File: src/rtl/fault_irq_pkg.sv
/*
 * Constants for the fault interrupt enable bank: register offsets,
 * two-bit enable codes, field positions and reset states.
 * Assumes a 16-bit register port fed by the device's serial interface engine.
 */
package fault_irq_pkg;

    // ========================================================
    // Register map
    localparam logic [7:0]  SUPPLY_EN_OFF   = 8'h08;
    localparam logic [7:0]  BOOST_EN_OFF    = 8'h0A;
    localparam logic [7:0]  LED_EN_OFF      = 8'h0C;
    localparam logic [15:0] SUPPLY_EN_RST   = 16'h2AAA;
    localparam logic [15:0] BOOST_EN_RST    = 16'hA028;
    localparam logic [15:0] LED_EN_RST      = 16'h00AA;

    // ========================================================
    // Two-bit enable codes
    localparam logic [1:0]  RD_DISABLED     = 2'h0;
    localparam logic [1:0]  RD_ENABLED      = 2'h2;
    localparam logic [1:0]  WR_DISABLE      = 2'h1;
    localparam logic [1:0]  WR_ENABLE       = 2'h3;

    // ========================================================
    // Field slots: slot i occupies bits 2i+1..2i
    localparam int          SYNC_LOSS_SLOT  = 6;
    localparam int          PUMP_FAULT_SLOT = 5;
    localparam int          PUMP_CAP_SLOT   = 4;
    localparam int          IN_OC_SLOT      = 3;
    localparam int          CORE_UV_SLOT    = 2;
    localparam int          IN_OV_SLOT      = 1;
    localparam int          IN_UV_SLOT      = 0;
    localparam int          THERMAL_SLOT    = 7;
    localparam int          CUR_RES_SLOT    = 6;
    localparam int          STR_RES_SLOT    = 5;
    localparam int          MODE_RES_SLOT   = 4;
    localparam int          FREQ_RES_SLOT   = 3;
    localparam int          CONV_OC_SLOT    = 2;
    localparam int          CONV_OV_SLOT    = 1;
    localparam int          GLOBAL_SLOT     = 3;
    localparam int          BUS_TMO_SLOT    = 2;
    localparam int          BAD_CFG_SLOT    = 1;
    localparam int          STRING_SLOT     = 0;

    // Implemented slots and their reset enables; reserved slots hold zero
    localparam logic [7:0]  SUPPLY_SLOTS    = 8'h7F;
    localparam logic [7:0]  BOOST_SLOTS     = 8'hFE;
    localparam logic [7:0]  LED_SLOTS       = 8'h0F;
    localparam logic [7:0]  SUPPLY_RST_EN   = 8'h7F;
    localparam logic [7:0]  BOOST_RST_EN    = 8'hC6;
    localparam logic [7:0]  LED_RST_EN      = 8'h0F;

    // ========================================================
    // Readback: each enabled slot shows code 2h, every other slot 0h
    function automatic logic [15:0] enable_readback(input logic [7:0] en);
        logic [15:0] v;
        v = 16'h0000;
        for (int i = 0; i < 8; i++) begin
            v[2*i +: 2] = en[i] ? RD_ENABLED : RD_DISABLED;
        end
        return v;
    endfunction

endpackage

File: src/rtl/enable_field_bank.sv
/*
 * One 16-bit register of eight two-bit interrupt enable fields with
 * coded writes. Holds one bit of state per implemented field.
 * Assumes wr is a single-cycle strobe already decoded for this register.
 */
module enable_field_bank #(
    parameter logic [7:0] SLOTS  = 8'hFF,
    parameter logic [7:0] RST_EN = 8'h00
) (
    input  wire logic        clk,
    input  wire logic        rst,
    input  wire logic        wr,
    input  wire logic [15:0] wdata,
    output logic      [7:0]  en_r
);
    import fault_irq_pkg::*;

    logic [7:0] en_nxt;

    // ========================================================
    // Coded update; only the two write codes move a field so a stray
    // pattern of all zeros or a read-back value written again is harmless
    always_comb begin
        en_nxt = en_r;
        for (int i = 0; i < 8; i++) begin
            if (wr && SLOTS[i]) begin
                if (wdata[2*i +: 2] == WR_ENABLE) begin
                    en_nxt[i] = 1'b1;
                end else if (wdata[2*i +: 2] == WR_DISABLE) begin
                    en_nxt[i] = 1'b0;
                end
            end
        end
        // Reserved slots never take state, whatever code lands on them
        en_nxt = en_nxt & SLOTS;
    end

    always_ff @(posedge clk) begin
        if (rst) begin
            en_r <= RST_EN;
        end else begin
            en_r <= en_nxt;
        end
    end

endmodule // enable_field_bank

File: src/rtl/fault_interrupt_enable_bank.sv
/*
 * Fault interrupt enable bank: three coded enable registers, read port and
 * the gated interrupt request built from the fault status flags.
 * Assumes the serial interface engine presents single-cycle read and write
 * strobes with a byte offset, and that status flags are synchronous levels.
 */
module fault_interrupt_enable_bank (
    input  wire logic        clk,
    input  wire logic        rst,
    input  wire logic [7:0]  reg_addr,
    input  wire logic [15:0] reg_wdata,
    input  wire logic        reg_wr,
    input  wire logic        reg_rd,
    input  wire logic [6:0]  supply_fault_status,
    input  wire logic [6:0]  boost_fault_status,
    input  wire logic [2:0]  led_fault_status,
    output logic      [15:0] rd_data_r,
    output logic             rd_valid_r,
    output logic             irq_r
);
    import fault_irq_pkg::*;

    logic [7:0]  supply_en;
    logic [7:0]  boost_en;
    logic [7:0]  led_en;
    logic        wr_supply;
    logic        wr_boost;
    logic        wr_led;
    logic [15:0] rd_data_nxt;
    logic        rd_valid_nxt;
    logic        irq_nxt;
    logic [7:0]  supply_stat;
    logic [7:0]  boost_stat;
    logic [7:0]  led_stat;

    // ========================================================
    // Write decode
    assign wr_supply = reg_wr && (reg_addr == SUPPLY_EN_OFF);
    assign wr_boost  = reg_wr && (reg_addr == BOOST_EN_OFF);
    assign wr_led    = reg_wr && (reg_addr == LED_EN_OFF);

    enable_field_bank #(
        .SLOTS  (SUPPLY_SLOTS),
        .RST_EN (SUPPLY_RST_EN)
    ) u_supply (
        .clk   (clk),
        .rst   (rst),
        .wr    (wr_supply),
        .wdata (reg_wdata),
        .en_r  (supply_en)
    );

    enable_field_bank #(
        .SLOTS  (BOOST_SLOTS),
        .RST_EN (BOOST_RST_EN)
    ) u_boost (
        .clk   (clk),
        .rst   (rst),
        .wr    (wr_boost),
        .wdata (reg_wdata),
        .en_r  (boost_en)
    );

    enable_field_bank #(
        .SLOTS  (LED_SLOTS),
        .RST_EN (LED_EN_RST[7:0] == 8'hAA ? LED_RST_EN : 8'h00)
    ) u_led (
        .clk   (clk),
        .rst   (rst),
        .wr    (wr_led),
        .wdata (reg_wdata),
        .en_r  (led_en)
    );

    // ========================================================
    // Status flags lined up with their enable slots
    assign supply_stat = {1'b0, supply_fault_status};
    assign boost_stat  = {boost_fault_status, 1'b0};
    assign led_stat    = {5'h00, led_fault_status};

    // ========================================================
    // Read port and interrupt request; unmapped offsets read zero
    always_comb begin
        rd_valid_nxt = reg_rd;
        rd_data_nxt  = rd_data_r;
        if (reg_rd) begin
            unique case (reg_addr)
                SUPPLY_EN_OFF: rd_data_nxt = enable_readback(supply_en);
                BOOST_EN_OFF:  rd_data_nxt = enable_readback(boost_en);
                LED_EN_OFF:    rd_data_nxt = enable_readback(led_en);
                default:       rd_data_nxt = 16'h0000;
            endcase
        end
        // Registered so the pin never glitches on a status edge
        irq_nxt = led_en[GLOBAL_SLOT] &&
                  (|(supply_stat & supply_en) ||
                   |(boost_stat & boost_en) ||
                   |(led_stat & led_en & 8'h07));
    end

    always_ff @(posedge clk) begin
        if (rst) begin
            rd_data_r  <= 16'h0000;
            rd_valid_r <= 1'b0;
            irq_r      <= 1'b0;
        end else begin
            rd_data_r  <= rd_data_nxt;
            rd_valid_r <= rd_valid_nxt;
            irq_r      <= irq_nxt;
        end
    end

    // ========================================================
    // Checks
    chk_read_codes: assert property (@(posedge clk) disable iff (rst)
        rd_valid_r |-> ((rd_data_r & 16'h5555) == 16'h0000))
        else $error("read code other than 0h or 2h");

    chk_write_enable: assert property (@(posedge clk) disable iff (rst)
        (wr_boost && reg_wdata[2*STR_RES_SLOT +: 2] == WR_ENABLE) ##1 (reg_rd && reg_addr == BOOST_EN_OFF)
        |=> rd_data_r[2*STR_RES_SLOT +: 2] == RD_ENABLED)
        else $error("enable write not read back as 2h");

    chk_write_disable: assert property (@(posedge clk) disable iff (rst)
        (wr_supply && reg_wdata[2*SYNC_LOSS_SLOT +: 2] == WR_DISABLE) |=> !supply_en[SYNC_LOSS_SLOT])
        else $error("disable write did not clear enable");

    chk_hold_code: assert property (@(posedge clk) disable iff (rst)
        (wr_led && !reg_wdata[2*STRING_SLOT]) |=> $stable(led_en[STRING_SLOT]))
        else $error("write code 0h or 2h changed enable");

    chk_supply_reserved: assert property (@(posedge clk) disable iff (rst)
        (reg_rd && reg_addr == SUPPLY_EN_OFF) |=> (rd_data_r[15:14] == 2'h0))
        else $error("supply reserved bits not zero");

    chk_boost_reserved: assert property (@(posedge clk) disable iff (rst)
        (reg_rd && reg_addr == BOOST_EN_OFF) |=> (rd_data_r[1:0] == 2'h0))
        else $error("boost reserved bits not zero");

    chk_led_reserved: assert property (@(posedge clk) disable iff (rst)
        (reg_rd && reg_addr == LED_EN_OFF) |=> (rd_data_r[15:8] == 8'h00))
        else $error("led upper byte not zero");

    chk_reset_state: assert property (@(posedge clk)
        $fell(rst) |-> (enable_readback(supply_en) == SUPPLY_EN_RST &&
                         enable_readback(boost_en) == BOOST_EN_RST &&
                         enable_readback(led_en) == LED_EN_RST))
        else $error("enable state differs from reset value");

    chk_irq_gate: assert property (@(posedge clk) disable iff (rst)
        irq_r |-> $past(led_en[GLOBAL_SLOT]) && $past(|(supply_stat & supply_en) ||
                  |(boost_stat & boost_en) || |(led_stat & led_en & 8'h07)))
        else $error("interrupt without enabled fault");

    chk_irq_raise: assert property (@(posedge clk) disable iff (rst)
        (led_en[GLOBAL_SLOT] && supply_fault_status[IN_UV_SLOT] && supply_en[IN_UV_SLOT]) |=> irq_r)
        else $error("enabled fault did not raise interrupt");

    // ========================================================
    // Reset code of every field except the global enable, pinned one by one so a slip in the package masks shows up
    chk_sync_loss_rst: assert property (@(posedge clk)
        $fell(rst) |-> supply_en[SYNC_LOSS_SLOT])
        else $error("sync loss enable not set after reset");

    chk_pump_fault_rst: assert property (@(posedge clk)
        $fell(rst) |-> supply_en[PUMP_FAULT_SLOT])
        else $error("pump fault enable not set after reset");

    chk_pump_cap_rst: assert property (@(posedge clk)
        $fell(rst) |-> supply_en[PUMP_CAP_SLOT])
        else $error("pump capacitor enable not set after reset");

    chk_in_oc_rst: assert property (@(posedge clk)
        $fell(rst) |-> supply_en[IN_OC_SLOT])
        else $error("input over-current enable not set after reset");

    chk_core_uv_rst: assert property (@(posedge clk)
        $fell(rst) |-> supply_en[CORE_UV_SLOT])
        else $error("core under-voltage enable not set after reset");

    chk_in_ov_rst: assert property (@(posedge clk)
        $fell(rst) |-> supply_en[IN_OV_SLOT])
        else $error("input over-voltage enable not set after reset");

    chk_in_uv_rst: assert property (@(posedge clk)
        $fell(rst) |-> supply_en[IN_UV_SLOT])
        else $error("input under-voltage enable not set after reset");

    chk_thermal_rst: assert property (@(posedge clk)
        $fell(rst) |-> boost_en[THERMAL_SLOT])
        else $error("thermal enable not set after reset");

    chk_cur_res_rst: assert property (@(posedge clk)
        $fell(rst) |-> boost_en[CUR_RES_SLOT])
        else $error("current resistor enable not set after reset");

    chk_str_res_rst: assert property (@(posedge clk)
        $fell(rst) |-> !boost_en[STR_RES_SLOT])
        else $error("string-config resistor enable set after reset");

    chk_mode_res_rst: assert property (@(posedge clk)
        $fell(rst) |-> !boost_en[MODE_RES_SLOT])
        else $error("dimming-mode resistor enable set after reset");

    chk_freq_res_rst: assert property (@(posedge clk)
        $fell(rst) |-> !boost_en[FREQ_RES_SLOT])
        else $error("frequency resistor enable set after reset");

    chk_conv_oc_rst: assert property (@(posedge clk)
        $fell(rst) |-> boost_en[CONV_OC_SLOT])
        else $error("converter over-current enable not set after reset");

    chk_conv_ov_rst: assert property (@(posedge clk)
        $fell(rst) |-> boost_en[CONV_OV_SLOT])
        else $error("converter over-voltage enable not set after reset");

    chk_bus_tmo_rst: assert property (@(posedge clk)
        $fell(rst) |-> led_en[BUS_TMO_SLOT])
        else $error("bus time-out enable not set after reset");

    chk_bad_cfg_rst: assert property (@(posedge clk)
        $fell(rst) |-> led_en[BAD_CFG_SLOT])
        else $error("bad string config enable not set after reset");

    chk_string_rst: assert property (@(posedge clk)
        $fell(rst) |-> led_en[STRING_SLOT])
        else $error("string fault enable not set after reset");

    // ========================================================
    // Reserved slots, read port timing, interrupt gating and coded writes
    chk_supply_spare: assert property (@(posedge clk) disable iff (rst)
        !supply_en[7])
        else $error("supply reserved slot holds state");

    chk_boost_spare: assert property (@(posedge clk) disable iff (rst)
        !boost_en[0])
        else $error("boost reserved slot holds state");

    chk_led_spare: assert property (@(posedge clk) disable iff (rst)
        led_en[7:4] == 4'h0)
        else $error("led reserved slots hold state");

    chk_read_hold: assert property (@(posedge clk) disable iff (rst)
        !reg_rd |=> $stable(rd_data_r))
        else $error("read data moved without a read");

    chk_valid_pulse: assert property (@(posedge clk) disable iff (rst)
        reg_rd |=> rd_valid_r)
        else $error("read not marked valid");

    chk_valid_idle: assert property (@(posedge clk) disable iff (rst)
        !reg_rd |=> !rd_valid_r)
        else $error("valid without a read");

    chk_unmapped_read: assert property (@(posedge clk) disable iff (rst)
        (reg_rd && reg_addr != SUPPLY_EN_OFF && reg_addr != BOOST_EN_OFF && reg_addr != LED_EN_OFF)
        |=> rd_data_r == 16'h0000)
        else $error("unmapped read not zero");

    chk_global_gate: assert property (@(posedge clk) disable iff (rst)
        !led_en[GLOBAL_SLOT] |=> !irq_r)
        else $error("interrupt with global enable off");

    chk_sync_irq: assert property (@(posedge clk) disable iff (rst)
        (led_en[GLOBAL_SLOT] && supply_fault_status[SYNC_LOSS_SLOT] && supply_en[SYNC_LOSS_SLOT]) |=> irq_r)
        else $error("sync loss fault did not raise interrupt");

    chk_thermal_irq: assert property (@(posedge clk) disable iff (rst)
        (led_en[GLOBAL_SLOT] && boost_fault_status[6] && boost_en[THERMAL_SLOT]) |=> irq_r)
        else $error("thermal fault did not raise interrupt");

    chk_conv_irq: assert property (@(posedge clk) disable iff (rst)
        (led_en[GLOBAL_SLOT] && boost_fault_status[0] && boost_en[CONV_OV_SLOT]) |=> irq_r)
        else $error("converter over-voltage did not raise interrupt");

    chk_bus_irq: assert property (@(posedge clk) disable iff (rst)
        (led_en[GLOBAL_SLOT] && led_fault_status[2] && led_en[BUS_TMO_SLOT]) |=> irq_r)
        else $error("bus time-out did not raise interrupt");

    chk_string_irq: assert property (@(posedge clk) disable iff (rst)
        (led_en[GLOBAL_SLOT] && led_fault_status[0] && led_en[STRING_SLOT]) |=> irq_r)
        else $error("string fault did not raise interrupt");

    chk_pump_enable: assert property (@(posedge clk) disable iff (rst)
        (wr_supply && reg_wdata[2*PUMP_FAULT_SLOT +: 2] == WR_ENABLE) |=> supply_en[PUMP_FAULT_SLOT])
        else $error("enable write did not set pump fault enable");

    chk_global_enable: assert property (@(posedge clk) disable iff (rst)
        (wr_led && reg_wdata[2*GLOBAL_SLOT +: 2] == WR_ENABLE) |=> led_en[GLOBAL_SLOT])
        else $error("enable write did not set global enable");

    chk_thermal_disable: assert property (@(posedge clk) disable iff (rst)
        (wr_boost && reg_wdata[2*THERMAL_SLOT +: 2] == WR_DISABLE) |=> !boost_en[THERMAL_SLOT])
        else $error("disable write did not clear thermal enable");

    chk_global_disable: assert property (@(posedge clk) disable iff (rst)
        (wr_led && reg_wdata[2*GLOBAL_SLOT +: 2] == WR_DISABLE) |=> !led_en[GLOBAL_SLOT])
        else $error("disable write did not clear global enable");

    cov_enable_write: cover property (@(posedge clk) disable iff (rst)
        wr_boost && reg_wdata[2*FREQ_RES_SLOT +: 2] == WR_ENABLE);
    cov_global_off: cover property (@(posedge clk) disable iff (rst)
        wr_led && reg_wdata[2*GLOBAL_SLOT +: 2] == WR_DISABLE);
    cov_irq: cover property (@(posedge clk) disable iff (rst) $rose(irq_r));
    cov_unmapped: cover property (@(posedge clk) disable iff (rst)
        reg_rd && reg_addr != SUPPLY_EN_OFF && reg_addr != BOOST_EN_OFF && reg_addr != LED_EN_OFF);
    cov_mid_reset: cover property (@(posedge clk) $rose(rst));

endmodule // fault_interrupt_enable_bank

File: config.mk
export PLATFORM = sky130hd
export DESIGN_NAME = fault_interrupt_enable_bank
export DESIGN_NICKNAME = d
export VERILOG_FILES = /design/src/rtl/fault_irq_pkg.sv /design/src/rtl/enable_field_bank.sv /design/src/rtl/fault_interrupt_enable_bank.sv
export SDC_FILE = /design/constraint.sdc
export NUM_CORES = 1
export LEC_CHECK = 0
export BUFFER_PORTS_ARGS = -buffer_cell sky130_fd_sc_hd__buf_2
export CORE_MARGIN = 2
export CORE_UTILIZATION = 35
export CTS_CLUSTER_DIAMETER = 120
export DETAILED_ROUTE_END_ITERATION = 8
export GPL_ROUTABILITY_DRIVEN = 1
export MAX_ROUTING_LAYER = met4
export SLEW_MARGIN = 20
export SYNTH_ARGS = -nofsm -noshare
export SYNTH_HDL_FRONTEND = slang
export SYNTH_SLANG_ARGS = --single-unit
File: constraint.sdc
create_clock -name clk -period 1.7 [get_ports clk]
set_clock_uncertainty 0.2 [all_clocks]
set_input_delay 0.34 -clock clk [delete_from_list [all_inputs] [get_ports clk]]
set_output_delay 0.34 -clock clk [all_outputs]
set_load 0.005 [all_outputs]
==> run_summary.xml <==
<?xml version="1.0" encoding="UTF-8"?>
<metrics>
  <group name="floorplanning">
    <metric name="initial_cell_density_of_the_core" unit="%">36.2</metric>
    <metric name="dieHeight" unit="um">68.1</metric>
    <metric name="core_region_area" unit="um2">3970</metric>
    <metric name="die_width" unit="um">68.1</metric>
    <metric name="io-pin-count" unit="">63</metric>
    <metric name="row_count" unit="">23</metric>
    <metric name="floorplan.die_area" unit="um2">4640</metric>
  </group>
  <group name="layout">
    <metric name="postLayoutCoreUtil" unit="%">46.3</metric>
    <metric name="diodes" unit="">0</metric>
    <metric name="postLayoutCellArea" unit="um2">1840</metric>
    <metric name="fin_nets" unit="">264</metric>
    <metric name="final.fill_count" unit="">412</metric>
    <metric name="final_cell_count_no_fill" unit="">268</metric>
    <metric name="final_layout_size_suffix_gt1_share" unit="%">33.9</metric>
    <metric name="area_growth_syn_to_layout" unit="%">27.7</metric>
  </group>
  <group name="critical_path">
    <metric name="critical_path.cell_chain" unit="">buf_2, nor4b_2, buf_4, nand4_1, a211o_1</metric>
    <metric name="critical_path_buf_inv_count" unit="">2</metric>
    <metric name="worst_path_largest_cell_delay" unit="ps">330</metric>
    <metric name="cp-start-kind" unit="">primary input</metric>
    <metric name="timing_worst_setup_path_type" unit="">primary input to flip-flop</metric>
    <metric name="worst_ep_arrival_time" unit="ps">1490</metric>
    <metric name="critical-path-slowest-cell" unit="">nor4b_2</metric>
    <metric name="path_max_fanout" unit="">15</metric>
    <metric name="r2r-start" unit="">u_supply.en_r[0]$_SDFFE_PP1P_</metric>
    <metric name="critPathRequiredTime" unit="ps">1670</metric>
    <metric name="crit_path_start" unit="">reg_addr[7]</metric>
    <metric name="critPathCaptureType" unit="">flip-flop</metric>
    <metric name="cpLargestDelayFamily" unit="">simple AND/OR/NAND/NOR gates</metric>
  </group>
  <group name="routing">
    <metric name="wirelength" unit="um">3520</metric>
    <metric name="drt_first_pass_iters" unit="">4</metric>
    <metric name="via_count" unit="">1386</metric>
    <metric name="detail-route-antenna-nets" unit="">0</metric>
    <metric name="detail_route.wl_per_cell" unit="um">13.1</metric>
    <metric name="final_routed_drc_violation_total" unit="">0</metric>
    <metric name="post_dr_vias_cell" unit="">5.17</metric>
    <metric name="drt_iter0_drc" unit="">72</metric>
  </group>
  <group name="grt">
    <metric name="grt_max_degree" unit="">20</metric>
    <metric name="grt_pass1_vias" unit="">1216</metric>
    <metric name="antenna_violations_before_repair" unit="">0</metric>
    <metric name="globalRoute.totalOverflow" unit="">0</metric>
    <metric name="grt_pass1_wl" unit="um">5820</metric>
    <metric name="grt_use_total" unit="%">17.2</metric>
  </group>
  <group name="yosys">
    <metric name="yosys_warnings" unit="">0</metric>
    <metric name="post_synth_main_area_contributors" unit="">dfxtp_1, nand4_1, a211o_1, mux2i_1, nor2_1</metric>
    <metric name="synth-seq-cells" unit="">28</metric>
    <metric name="seq_area_frac_synth" unit="%">39.0</metric>
    <metric name="avgSynthCellArea" unit="um2">9.05</metric>
    <metric name="cell_type_contributing_the_most_total_cell_area_after_synthesis" unit="">dfxtp_1</metric>
    <metric name="netlist_area" unit="um2">1440</metric>
    <metric name="synth_top_area_share" unit="%">39.0</metric>
    <metric name="postSynthCellCount" unit="">159</metric>
    <metric name="ys_types" unit="">30</metric>
  </group>
  <group name="placed_design">
    <metric name="dpl_cell_area" unit="um2">1770</metric>
    <metric name="detailed_place_hpwl" unit="um">2850</metric>
    <metric name="portBuffers" unit="">54</metric>
    <metric name="gp_routability_congestion" unit="">0.741</metric>
    <metric name="numPlacedInstances" unit="">264</metric>
  </group>
  <group name="power_and_ir_drop">
    <metric name="total_switching_power" unit="uW">290</metric>
    <metric name="cellPowerDensity" unit="nW/um2">727</metric>
    <metric name="clockPowerShare" unit="%">39.0</metric>
    <metric name="swShare" unit="%">21.7</metric>
    <metric name="pwr-share-seq" unit="%">49.4</metric>
    <metric name="ir_drop" unit="V">0.000599</metric>
    <metric name="internal-power" unit="uW">1050</metric>
    <metric name="total_leakage_power" unit="uW">0.000844</metric>
    <metric name="p_comb_share" unit="%">11.6</metric>
  </group>
  <group name="flow_run">
    <metric name="drv_cap" unit="">0</metric>
  </group>
  <group name="cts">
    <metric name="postCtsResizedCells" unit="">0</metric>
    <metric name="insertion_delay" unit="ps">280</metric>
    <metric name="post_cts_clock_slew_at_the_launch_and_capture_registers_of_the_worst_setup_and_hold_paths" unit="ps">100</metric>
    <metric name="post_cts.repair.setup_buffers" unit="">0</metric>
    <metric name="cts_inserted_buffers" unit="">3</metric>
    <metric name="clkSinkCount" unit="">28</metric>
    <metric name="root_buffer" unit="">clkbuf_8</metric>
    <metric name="cts-htree-levels" unit="">1</metric>
    <metric name="cts_tree" unit="">built</metric>
    <metric name="cts_hold_repair.buffers" unit="">0</metric>
    <metric name="clock_path_buffers" unit="">2</metric>
  </group>
  <group name="run_status">
    <metric name="status" unit="">completed</metric>
  </group>
  <group name="sta">
    <metric name="timing.fmax" unit="MHz">658</metric>
    <metric name="final_max_slew_viol_count" unit="">0</metric>
    <metric name="final.setup.tns" unit="ps">0</metric>
    <metric name="grt_setup_unrepaired" unit="">false</metric>
    <metric name="finalHoldViolations" unit="">0</metric>
    <metric name="fin_crit_sh" unit="%">89.4</metric>
    <metric name="final-setup-viol-count" unit="">0</metric>
    <metric name="finalWorstPathRequiredPeriod" unit="ps">1520</metric>
  </group>
  <group name="worst_hold_path">
    <metric name="worst_hold_startpoint" unit="">rst</metric>
    <metric name="timing.hold.worst.class" unit="">primary input to flip-flop</metric>
  </group>
</metrics>
power by group through the flow:
stage	Combinational [uW]	Sequential, uW	Clock (uW)
after floorplan	80.6	676	0
after global placement	155	675	0
after detailed placement	155	675	0
after CTS	156	660	542
after global routing	173	661	562
final	155	660	521
kinds of logic after synthesis:
| family | after synthesis | share of synthesized area (%) |
|---|---|---|
| simple gates | 60 | 25.3 |
| mux | 10 | 6.96 |
| compound gates | 36 | 19.0 |
| flops | 28 | 39.0 |
| other cells | 1 | 0.261 |
| buf+inv | 24 | 9.48 |
state kept, by name, indices dropped and copies added (netlist names):
signal / count
irq_r: 1
u_led.en_r: 4
u_supply.en_r: 7
u_boost.en_r: 7
rd_valid_r: 1
rd_data_r: 8
synth_stat cells (all sizes together):
library cell and count:
mux2i 10, a22oi 4, nor2 21, or2 1
nand4 20, and3 1, nor3 1, a22o 4
nor4 1, a311oi 1, a222oi 1, nor4b 3
a211o 14, clkbuf 3, inv 8, dfxtp 28
nand3 1, a221oi 2, nand2 7, nor2b 1
buf 13, nand2b 2, o21ai 6, conb 1
and2b 1, a21oi 4
placed cells by master (no fill, tap or decap):
cell	n
nand2b_1	2
a221oi_1	2
dfxtp_1	28
a21oi_1	4
buf_2	54
and3_1	1
nor2b_1	1
and2b_2	1
a211o_1	14
a22o_1	4
clkbuf_8	3
nor4_4	1
nor4b_4	2
o21ai_0	6
nor3_1	1
a22oi_1	4
mux2i_1	10
nand4_1	20
bufinv_16	1
buf_4	10
a311oi_1	1
conb_1	8
a222oi_1	1
inv_1	8
nand2_1	7
nor4b_2	1
nand3_1	1
nor2_1	21
or2_2	1
per-stage QoR:
step	power (uW)	setup WS, ps	hold WS [ps]
finish	1340	181	100
global route	1400	18.6	85.8
CTS	1360	188	87.9
detailed placement	830	-108	242
global placement	830	-79.3	244
floorplan	756	64.9	222
per-layer routing:
layer / share of wire, % / track usage, % / vias to the layer above
met3: 5.8 / 4.11 / 4
met5: 0 / - / -
li1: - / - / 699
met2: 47 / 26.0 / 41
met1: 47 / 23.8 / 642
met4: 0.54 / 2.25 / 0
final cells by class:
cell class | instances | area (um2) | share of cell area (%)
clock inverters | 1 | 30.0 | 1.63
clock buffers | 3 | 41.3 | 2.25
multi-input cells | 114 | 768 | 41.8
inverters | 8 | 30.0 | 1.63
flip-flops and latches | 28 | 561 | 30.5
repair buffers | 64 | 345 | 18.8
well taps | 50 | 62.6 | 3.40
final timing paths:
| path | slack [ps] | end | depth (start not counted) |
|---|---|---|---|
| max | 180 | u_boost.en_r[6]$_SDFFE_PP1P_ | 5 |
| min | 100 | rd_data_r[1]$_SDFFE_PP0P_ | 2 |
| max reg2reg | 310 | irq_r$_SDFF_PP0_ | 4 |
| min reg2reg | 260 | rd_data_r[9]$_SDFFE_PP0P_ | 2 |
Note: power is estimated with default switching activity, not from simulation.
